**config.mk**
```make
export PLATFORM = sky130hd
export DESIGN_NAME = sdfb_status_bank
export DESIGN_NICKNAME = d
export VERILOG_FILES = /design/src/sdfb_pkg.sv /design/src/sdfb_countdown.sv /design/src/sdfb_status_bank.sv
export SDC_FILE = /design/constraint.sdc
export NUM_CORES = 1
export LEC_CHECK = 0
export ABC_CLOCK_PERIOD_IN_PS = 3990
export BUFFER_PORTS_ARGS = -buffer_cell sky130_fd_sc_hd__buf_2
export CAP_MARGIN = 20
export CORE_ASPECT_RATIO = 0.6
export CORE_UTILIZATION = 35
export CTS_BUF_LIST = sky130_fd_sc_hd__clkbuf_16
export CTS_CLUSTER_SIZE = 24
export DETAILED_ROUTE_END_ITERATION = 10
export GPL_ROUTABILITY_DRIVEN = 0
export MAX_ROUTING_LAYER = met4
export PLACE_DENSITY = 0.53
export SYNTH_ARGS = -nofsm -noshare
export SYNTH_HDL_FRONTEND = slang
export SYNTH_SLANG_ARGS = --single-unit
```
**constraint.sdc**
```tcl
create_clock -name clk -period 3.99 [get_ports clk]
set_input_delay 0 -clock clk [delete_from_list [all_inputs] [get_ports clk]]
set_output_delay 0 -clock clk [all_outputs]
set_load 0.005 [all_outputs]
```
**src/sdfb_pkg.sv**
```systemverilog
// Constants, field layouts and carrier types for the device status flag bank.
package sdfb_pkg;
  // Register offsets.
  localparam logic [7:0] ADDR_SUMMARY = 8'h01;
  localparam logic [7:0] ADDR_SUPPLY  = 8'h02;
  localparam logic [7:0] ADDR_MEMORY  = 8'h03;
  localparam logic [7:0] ADDR_LINK    = 8'h04;
  // Summary register fields.
  localparam int SUM_SIGPROC = 7;
  localparam int SUM_LINK    = 5;
  localparam int SUM_MEMTEMP = 4;
  localparam int SUM_SUPPLY  = 3;
  localparam int SUM_TEST    = 2;
  localparam int SUM_RESET   = 1;
  localparam int SUM_INIT    = 0;
  // Supply register fields.
  localparam int SUP_UNDERVOLT = 7;
  localparam int SUP_ANALOG    = 3;
  localparam int SUP_DIGITAL   = 2;
  localparam int SUP_OTP       = 1;
  localparam int SUP_SEAL      = 0;
  // Memory register fields.
  localparam int MEM_FACTORY_OTP = 7;
  localparam int MEM_USER_OTP    = 6;
  localparam int MEM_USER_ARRAY  = 5;
  localparam int MEM_WRITE_ACT   = 4;
  localparam int MEM_TEMP        = 2;
  // Link register field.
  localparam int LNK_MISMATCH = 7;
  // Reset values.
  localparam logic       RST_TEST_ACTIVE = 1'b0;
  localparam logic       RST_RESET_OCC   = 1'b1;
  localparam logic       RST_INIT        = 1'b1;
  localparam logic [4:0] RST_SUPPLY      = 5'h00;
  localparam logic [7:0] RST_BYTE        = 8'h00;
  // Timing.
  localparam int unsigned CLK_PERIOD_NS           = 5;
  localparam int unsigned DATA_VALID_TIME_NS      = 100000;
  localparam int unsigned SUPPLY_RECOVERY_TIME_NS = 10000;
  localparam int          TIMER_W                 = 24;

  typedef struct packed {
    logic selftest_incomplete;
    logic common_mode_fault;
    logic selftest_fault;
    logic serial_mismatch;
    logic factory_otp_fault;
    logic user_otp_fault;
    logic user_array_fault;
    logic otp_write_active;
    logic temperature_fault;
    logic supply_undervoltage;
    logic analog_regulator_fault;
    logic digital_regulator_fault;
    logic otp_regulator_fault;
    logic edge_seal_fault;
  } sdfb_src_t;

  typedef struct packed {
    logic reset_occurred;
    logic memory;
    logic link;
  } sdfb_txclr_t;

  // A least time rounds up and never falls below one cycle.
  function automatic int unsigned sdfb_cycles_ceil(input int unsigned ns);
    int unsigned c;
    c = (ns + CLK_PERIOD_NS - 1) / CLK_PERIOD_NS;
    return (c == 0) ? 1 : c;
  endfunction : sdfb_cycles_ceil
endpackage : sdfb_pkg

```
**src/sdfb_countdown.sv**
```systemverilog
// Reloadable down-counter that flags when its interval has run out.
module sdfb_countdown
  import sdfb_pkg::*;
#(
  parameter int               CNT_W = TIMER_W,
  parameter logic [CNT_W-1:0] LOAD  = '1
) (
  // Clock and reset
  input  wire  logic clk,
  input  wire  logic rst,
  // Control
  input  wire  logic reload,
  // Status
  output logic       expired
);
  logic [CNT_W-1:0] count_reg;

  // The interval restarts on reset so a fresh power-up always waits in full.
  always_ff @(posedge clk) begin
    if (rst) begin
      count_reg <= LOAD;
    end else if (reload) begin
      count_reg <= LOAD;
    end else if (count_reg != '0) begin
      count_reg <= count_reg - 1'b1;
    end
  end

  assign expired = (count_reg == '0);
endmodule : sdfb_countdown

```
**src/sdfb_status_bank.sv**
```systemverilog
// Device status flag bank: summary, supply, memory and link status registers.
module sdfb_status_bank
  import sdfb_pkg::*;
#(
  parameter int unsigned DATA_VALID_TIME_NS_P      = DATA_VALID_TIME_NS,
  parameter int unsigned SUPPLY_RECOVERY_TIME_NS_P = SUPPLY_RECOVERY_TIME_NS
) (
  // Clock and reset
  input  wire  logic        clk,
  input  wire  logic        rst,
  // Source monitors
  input  wire  sdfb_src_t   src,
  // Test mode operations
  input  wire  logic        test_enter,
  input  wire  logic        test_exit,
  // Supply reporting control
  input  wire  logic        power_fault_report_disable,
  // Register reads from the serial front end
  input  wire  logic        rd_en,
  input  wire  logic [7:0]  rd_addr,
  input  wire  sdfb_txclr_t tx_clear,
  // Read answer and status field
  output logic              rd_valid,
  output logic [7:0]        rd_data,
  output logic [7:0]        status_summary
);
  localparam int unsigned DV_CYC  = sdfb_cycles_ceil(DATA_VALID_TIME_NS_P);
  localparam int unsigned REC_CYC = sdfb_cycles_ceil(SUPPLY_RECOVERY_TIME_NS_P);

  logic       test_active_reg;
  logic       reset_occurred_reg;
  logic       init_reg;
  logic [4:0] supply_reg;
  logic [7:0] memory_reg;
  logic       link_reg;
  logic [7:0] rd_data_reg;
  logic       rd_valid_reg;
  logic [7:0] summary_reg;
  logic [7:0] summary_next;
  logic [4:0] supply_raw;
  logic       supply_any;
  logic       supply_expired;
  logic       init_expired;
  logic       rd_summary;
  logic       rd_supply;
  logic       rd_memory;
  logic       rd_link;

  function automatic logic addr_hit(input logic en, input logic [7:0] a, input logic [7:0] target);
    return en && (a == target);
  endfunction : addr_hit

  assign rd_summary = addr_hit(rd_en, rd_addr, ADDR_SUMMARY);
  assign rd_supply  = addr_hit(rd_en, rd_addr, ADDR_SUPPLY);
  assign rd_memory  = addr_hit(rd_en, rd_addr, ADDR_MEMORY);
  assign rd_link    = addr_hit(rd_en, rd_addr, ADDR_LINK);

  // Raw supply monitor levels in supply register order.
  assign supply_raw = {src.analog_regulator_fault, src.digital_regulator_fault,
                       src.otp_regulator_fault, src.edge_seal_fault, 1'b0};
  assign supply_any = (supply_raw != '0) || src.supply_undervoltage;

  // Init lasts the data-valid time rounded up to whole cycles, plus one cycle, after any reset.
  sdfb_countdown #(
    .CNT_W (TIMER_W),
    .LOAD  (DV_CYC[TIMER_W-1:0])
  ) u_init_timer (
    .clk     (clk),
    .rst     (rst),
    .reload  (1'b0),
    .expired (init_expired)
  );

  // One timer for every supply flag; any live fault restarts it.
  sdfb_countdown #(
    .CNT_W (TIMER_W),
    .LOAD  (REC_CYC[TIMER_W-1:0])
  ) u_supply_timer (
    .clk     (clk),
    .rst     (rst),
    .reload  (supply_any),
    .expired (supply_expired)
  );

  // Test flag: only a test-mode operation or a power cycle moves it.
  always_ff @(posedge clk) begin
    if (rst) begin
      test_active_reg <= RST_TEST_ACTIVE;
    end else if (test_enter) begin
      test_active_reg <= 1'b1;
    end else if (test_exit) begin
      test_active_reg <= 1'b0;
    end
  end

  // Reset flag: set by reset itself, so a clear can never race a set.
  always_ff @(posedge clk) begin
    if (rst) begin
      reset_occurred_reg <= RST_RESET_OCC;
    end else if (rd_summary || tx_clear.reset_occurred) begin
      reset_occurred_reg <= 1'b0;
    end
  end

  always_ff @(posedge clk) begin
    if (rst) begin
      init_reg <= RST_INIT;
    end else if (init_expired) begin
      init_reg <= 1'b0;
    end
  end

  // Supply flags latch the raw monitors. With reporting enabled they fall by
  // themselves once the shared timer runs out; with reporting disabled they are
  // kept until software reads them after recovery, so a glitch is not missed.
  always_ff @(posedge clk) begin
    if (rst) begin
      supply_reg <= RST_SUPPLY;
    end else if (supply_any) begin
      supply_reg <= supply_reg | {src.supply_undervoltage, supply_raw[4:1]};
    end else if (supply_expired && (!power_fault_report_disable || rd_supply)) begin
      supply_reg <= '0;
    end
  end

  // Memory flags: sticky events, the write-active bit is a plain level.
  always_ff @(posedge clk) begin
    if (rst) begin
      memory_reg <= RST_BYTE;
    end else begin
      for (int i = 0; i < 8; i++) begin
        memory_reg[i] <= 1'b0;
      end
      memory_reg[MEM_FACTORY_OTP] <= src.factory_otp_fault ||
                                     (memory_reg[MEM_FACTORY_OTP] && !(rd_memory || tx_clear.memory));
      memory_reg[MEM_USER_OTP]    <= src.user_otp_fault ||
                                     (memory_reg[MEM_USER_OTP] && !(rd_memory || tx_clear.memory));
      memory_reg[MEM_USER_ARRAY]  <= src.user_array_fault ||
                                     (memory_reg[MEM_USER_ARRAY] && !(rd_memory || tx_clear.memory));
      memory_reg[MEM_TEMP]        <= src.temperature_fault ||
                                     (memory_reg[MEM_TEMP] && !(rd_memory || tx_clear.memory));
      memory_reg[MEM_WRITE_ACT]   <= src.otp_write_active;
    end
  end

  // Mismatch flag: a fault in the clearing cycle still sets it.
  always_ff @(posedge clk) begin
    if (rst) begin
      link_reg <= 1'b0;
    end else begin
      link_reg <= src.serial_mismatch || (link_reg && !(rd_link || tx_clear.link));
    end
  end

  // Summary is combined afresh every cycle; a summary read clears only the reset flag among its sources.
  always_comb begin
    summary_next              = RST_BYTE;
    summary_next[SUM_SIGPROC] = src.selftest_incomplete || src.common_mode_fault ||
                                src.selftest_fault;
    summary_next[SUM_LINK]    = link_reg;
    summary_next[SUM_MEMTEMP] = memory_reg[MEM_FACTORY_OTP] || memory_reg[MEM_USER_OTP] ||
                                memory_reg[MEM_USER_ARRAY] || memory_reg[MEM_WRITE_ACT] ||
                                memory_reg[MEM_TEMP];
    summary_next[SUM_SUPPLY]  = supply_reg != '0;
    summary_next[SUM_TEST]    = test_active_reg;
    summary_next[SUM_RESET]   = reset_occurred_reg;
    summary_next[SUM_INIT]    = init_reg;
  end

  always_ff @(posedge clk) begin
    if (rst) begin
      summary_reg <= RST_BYTE;
    end else begin
      summary_reg <= summary_next;
    end
  end

  // Read answers carry the values from before any clear-on-read.
  always_ff @(posedge clk) begin
    if (rst) begin
      rd_valid_reg <= 1'b0;
      rd_data_reg  <= RST_BYTE;
    end else begin
      rd_valid_reg <= rd_en;
      if (rd_en) begin
        case (rd_addr)
          ADDR_SUMMARY: rd_data_reg <= summary_next;
          ADDR_SUPPLY:  rd_data_reg <= {supply_reg[4], 3'b000, supply_reg[3:0]};
          ADDR_MEMORY:  rd_data_reg <= memory_reg;
          ADDR_LINK:    rd_data_reg <= {link_reg, 7'h00};
          default:      rd_data_reg <= RST_BYTE;
        endcase
      end
    end
  end

  assign rd_valid       = rd_valid_reg;
  assign rd_data        = rd_data_reg;
  assign status_summary = summary_reg;
endmodule : sdfb_status_bank

```
==> results.sh <==
export IMPL_cp_data_required_time_ps=4180
export IMPL_cts_root_buf="clkbuf_16"
export IMPL_cts_resized=0
export IMPL_p_int_mw=1.29
export IMPL_fmax_ghz=0.419
export IMPL_ir_drop_mv=0.203
export IMPL_cp_start_kind="flop"
export IMPL_io_buffers=46
export IMPL_vias_per_cell=5.14
export IMPL_worstPathMaxFanout=7
export IMPL_slew_limit_headroom_pct=46.9
export IMPL_worst_pin_slew_ps=797
export IMPL_hold_violations=0
export IMPL_p_per_area_nw_per_um2=396
export IMPL_wl_per_cell_um=14.1
export IMPL_synth_main_ff_cell="dfxtp_1"
export IMPL_r2r_start="u_supply_timer.count_reg[0]"
export IMPL_hold_depth=3
export IMPL_netlist_top_cells_area="dfxtp_1 (44%), nor2_1 (4.1%), a21oi_1 (3.4%)"
export IMPL_synth_common_cells="dfxtp_1 (78), nor2_1 (39), nand2_1 (25)"
export IMPL_dieArea_um2=10500
export IMPL_syn_cell_area_um2=3540
export IMPL_ys_types=61
export IMPL_h_tree_depth=3
export IMPL_dp_hpwl_um=5770
export IMPL_area_growth_pct=21.8
export IMPL_min_path_type="in -> reg"
export IMPL_overflow=0
export IMPL_final_area_um2=4320
export IMPL_cts_tree="done"
export IMPL_fin_crit_sh_pct=59.8
export IMPL_r2r_slack_ps=1600
export IMPL_switching_share_pct=24.5
export IMPL_detail_route_antenna_nets=0
export IMPL_synth_top_area_share_pct=44.1
export IMPL_yosys_register_bits=78
export IMPL_avgSynthCellArea_um2=9.04
export IMPL_grt_pass1_wl_um=13600
export IMPL_vias=3050
export IMPL_placedInstanceArea_um2=3880
export IMPL_ctsHoldBuffers=18
export IMPL_syn_nets=427
export IMPL_regToRegEndpoint="supply_reg[4]"
export IMPL_clock_latency_ps=340
export IMPL_routed_wl_um=8360
export IMPL_first_iter_violations=198
export IMPL_power_leakage_nw=1.59
export IMPL_start_util_pct=36.0
export IMPL_drv_cap=0
export IMPL_drc=0
export IMPL_p_clk_share_pct=42.1
export IMPL_numCtsBuffers=9
export IMPL_cts_sinks=78
export IMPL_worstRegToRegCells=7
export IMPL_status="complete, no violations"
export IMPL_drive_gt1_share_pct=19.2
export IMPL_crit_arrival_ps=2580
export IMPL_slew_violations=0
export IMPL_core_um2=9840
export IMPL_min_to="supply_reg[3]"
export IMPL_die_y_um=80.0
export IMPL_n_antenna_cell=0
export IMPL_combPwrFrac_pct=8.8
export IMPL_setup_viol=0
export IMPL_antenna_found_initial=0
export IMPL_grt_max_degree=42
export IMPL_synth_edf_count=0
export IMPL_pin_count=48
export IMPL_die_w_um=132
export IMPL_synthArstFlopShare_pct=0
export IMPL_post_cts_buffers=0
export IMPL_synthCells=392
export IMPL_power_frac_seq_pct=49.1
export IMPL_rows=28
export IMPL_yosysWarnings=0
export IMPL_grtUsageTotal_pct=17.3
export IMPL_worstSetupPathType="reg -> reg"
export IMPL_skew_ps=7.78
export IMPL_synth_most_common_cell="dfxtp_1"
export IMPL_clock_tree_buffer_depth=2
export IMPL_critPathCaptureType="flop"
export IMPL_drt_pass1_iterations=4
export IMPL_grt_pass1_vias=2635
export IMPL_final_nets=490
export IMPL_grt_setup_unrepaired="false"
export IMPL_min_from="power_fault_report_disable"
export IMPL_ys_seq_area_share_pct=44.1
export IMPL_p_switching_mw=0.419
export IMPL_setup_tns_ps=0
export IMPL_period_minus_slack_ps=2390
export IMPL_yosys_area_top_type="dfxtp_1"
export IMPL_clkSlewWorstSetupHoldPaths_ps=60
area by class of cell:
cell class	count	area (um2)
inverter	11	41.3
multi-input combinational	290	1870
clock buffer	9	225
timing repair buffer	65	418
fill	997	5530
tap	135	169
sequential	78	1560
clock inverter	5	28.8
cell usage in the layout, fill, tap and decap left out, types with 3 or more instances in the layout:
master	count
xnor2_1	13
a22oi_1	3
or4_2	3
ha_1	4
nand4_1	6
nand2b_1	5
nor4_1	11
o31ai_1	10
buf_2	46
or4_1	8
and2_1	3
or2_2	3
o21ai_0	19
a21oi_1	24
nand3_1	11
nor3_1	20
clkbuf_16	9
or4_4	3
dfxtp_1	78
inv_1	11
or3_2	5
a22o_1	5
or3_1	12
nor2b_1	8
o211ai_1	3
dlygate4sd3_1	18
and3_1	3
nor2_1	39
nand2_1	25
xor2_1	7
layer usage:
metal	up-vias	GRT usage (%)	routed length, um
li1	1578	-	-
met1	1401	25.1	4590
met2	62	21.9	3220
met3	9	5.65	471
met4	0	5.00	82
met5	-	-	0
power by group through the flow:
stage	Clock (mW)	Combinational, mW	Sequential [mW]
after global routing	0.773	0.168	0.844
after floorplan	0	0.0944	0.848
final	0.719	0.151	0.839
after detailed placement	0	0.136	0.856
after global placement	0	0.135	0.855
after CTS	0.740	0.151	0.839
stage by stage:
step / cells / power (mW) / util [%] / hold slack, ps / worst slack (ps)
finish: 593 / 1.71 / 43.8 / 29.4 / 1600
global route: 593 / 1.79 / 43.8 / 39.5 / 1430
CTS: 593 / 1.73 / 43.8 / 23.2 / 1600
detailed placement: 561 / 0.992 / 39.4 / 218 / 1610
global placement: 561 / 0.990 / 39.4 / 210 / 1680
floorplan: 392 / 0.942 / - / 102 / 1810
worst max path at each step:
stage / slack, ps / from / cells after the start / end
2_1_floorplan: 1810 / u_supply_timer.count_reg[0] / 7 / u_supply_timer.count_reg[8]
3_3_place_gp: 1680 / u_supply_timer.count_reg[0] / 7 / u_supply_timer.count_reg[14]
3_5_place_dp: 1610 / u_supply_timer.count_reg[0] / 7 / supply_reg[4]
6_report: 1600 / u_supply_timer.count_reg[0] / 7 / supply_reg[4]
4_1_cts: 1600 / u_supply_timer.count_reg[0] / 7 / supply_reg[4]
5_1_grt: 1430 / u_supply_timer.count_reg[0] / 7 / supply_reg[2]
worst max-delay path: stages, from the launching register on:
cell	delay [ps]
dfxtp_1	290
inv_1	120
ha_1	160
or3b_2	490
nor4_4	310
nand3_1	270
a2111oi_4	500
nor3_1	90
cells by family (layout without fill, tap and decap cells):
| family | count (synthesis) | after routing | share of synthesized area [%] |
|---|---|---|---|
| and+or+nand+nor | 178 | 178 | 28.9 |
| xor gates and xnor gates | 20 | 20 | 4.94 |
| AOI/OAI and AO/OA | 84 | 84 | 16.5 |
| DFF | 78 | 78 | 44.1 |
| buffers and inverters | 24 | 90 | 3.11 |
| adders and majority gates | 4 | 4 | 1.41 |
| muxes | 3 | 3 | 0.918 |
| other | 1 | 1 | 0.106 |
Power figures use the tool's default switching activity.
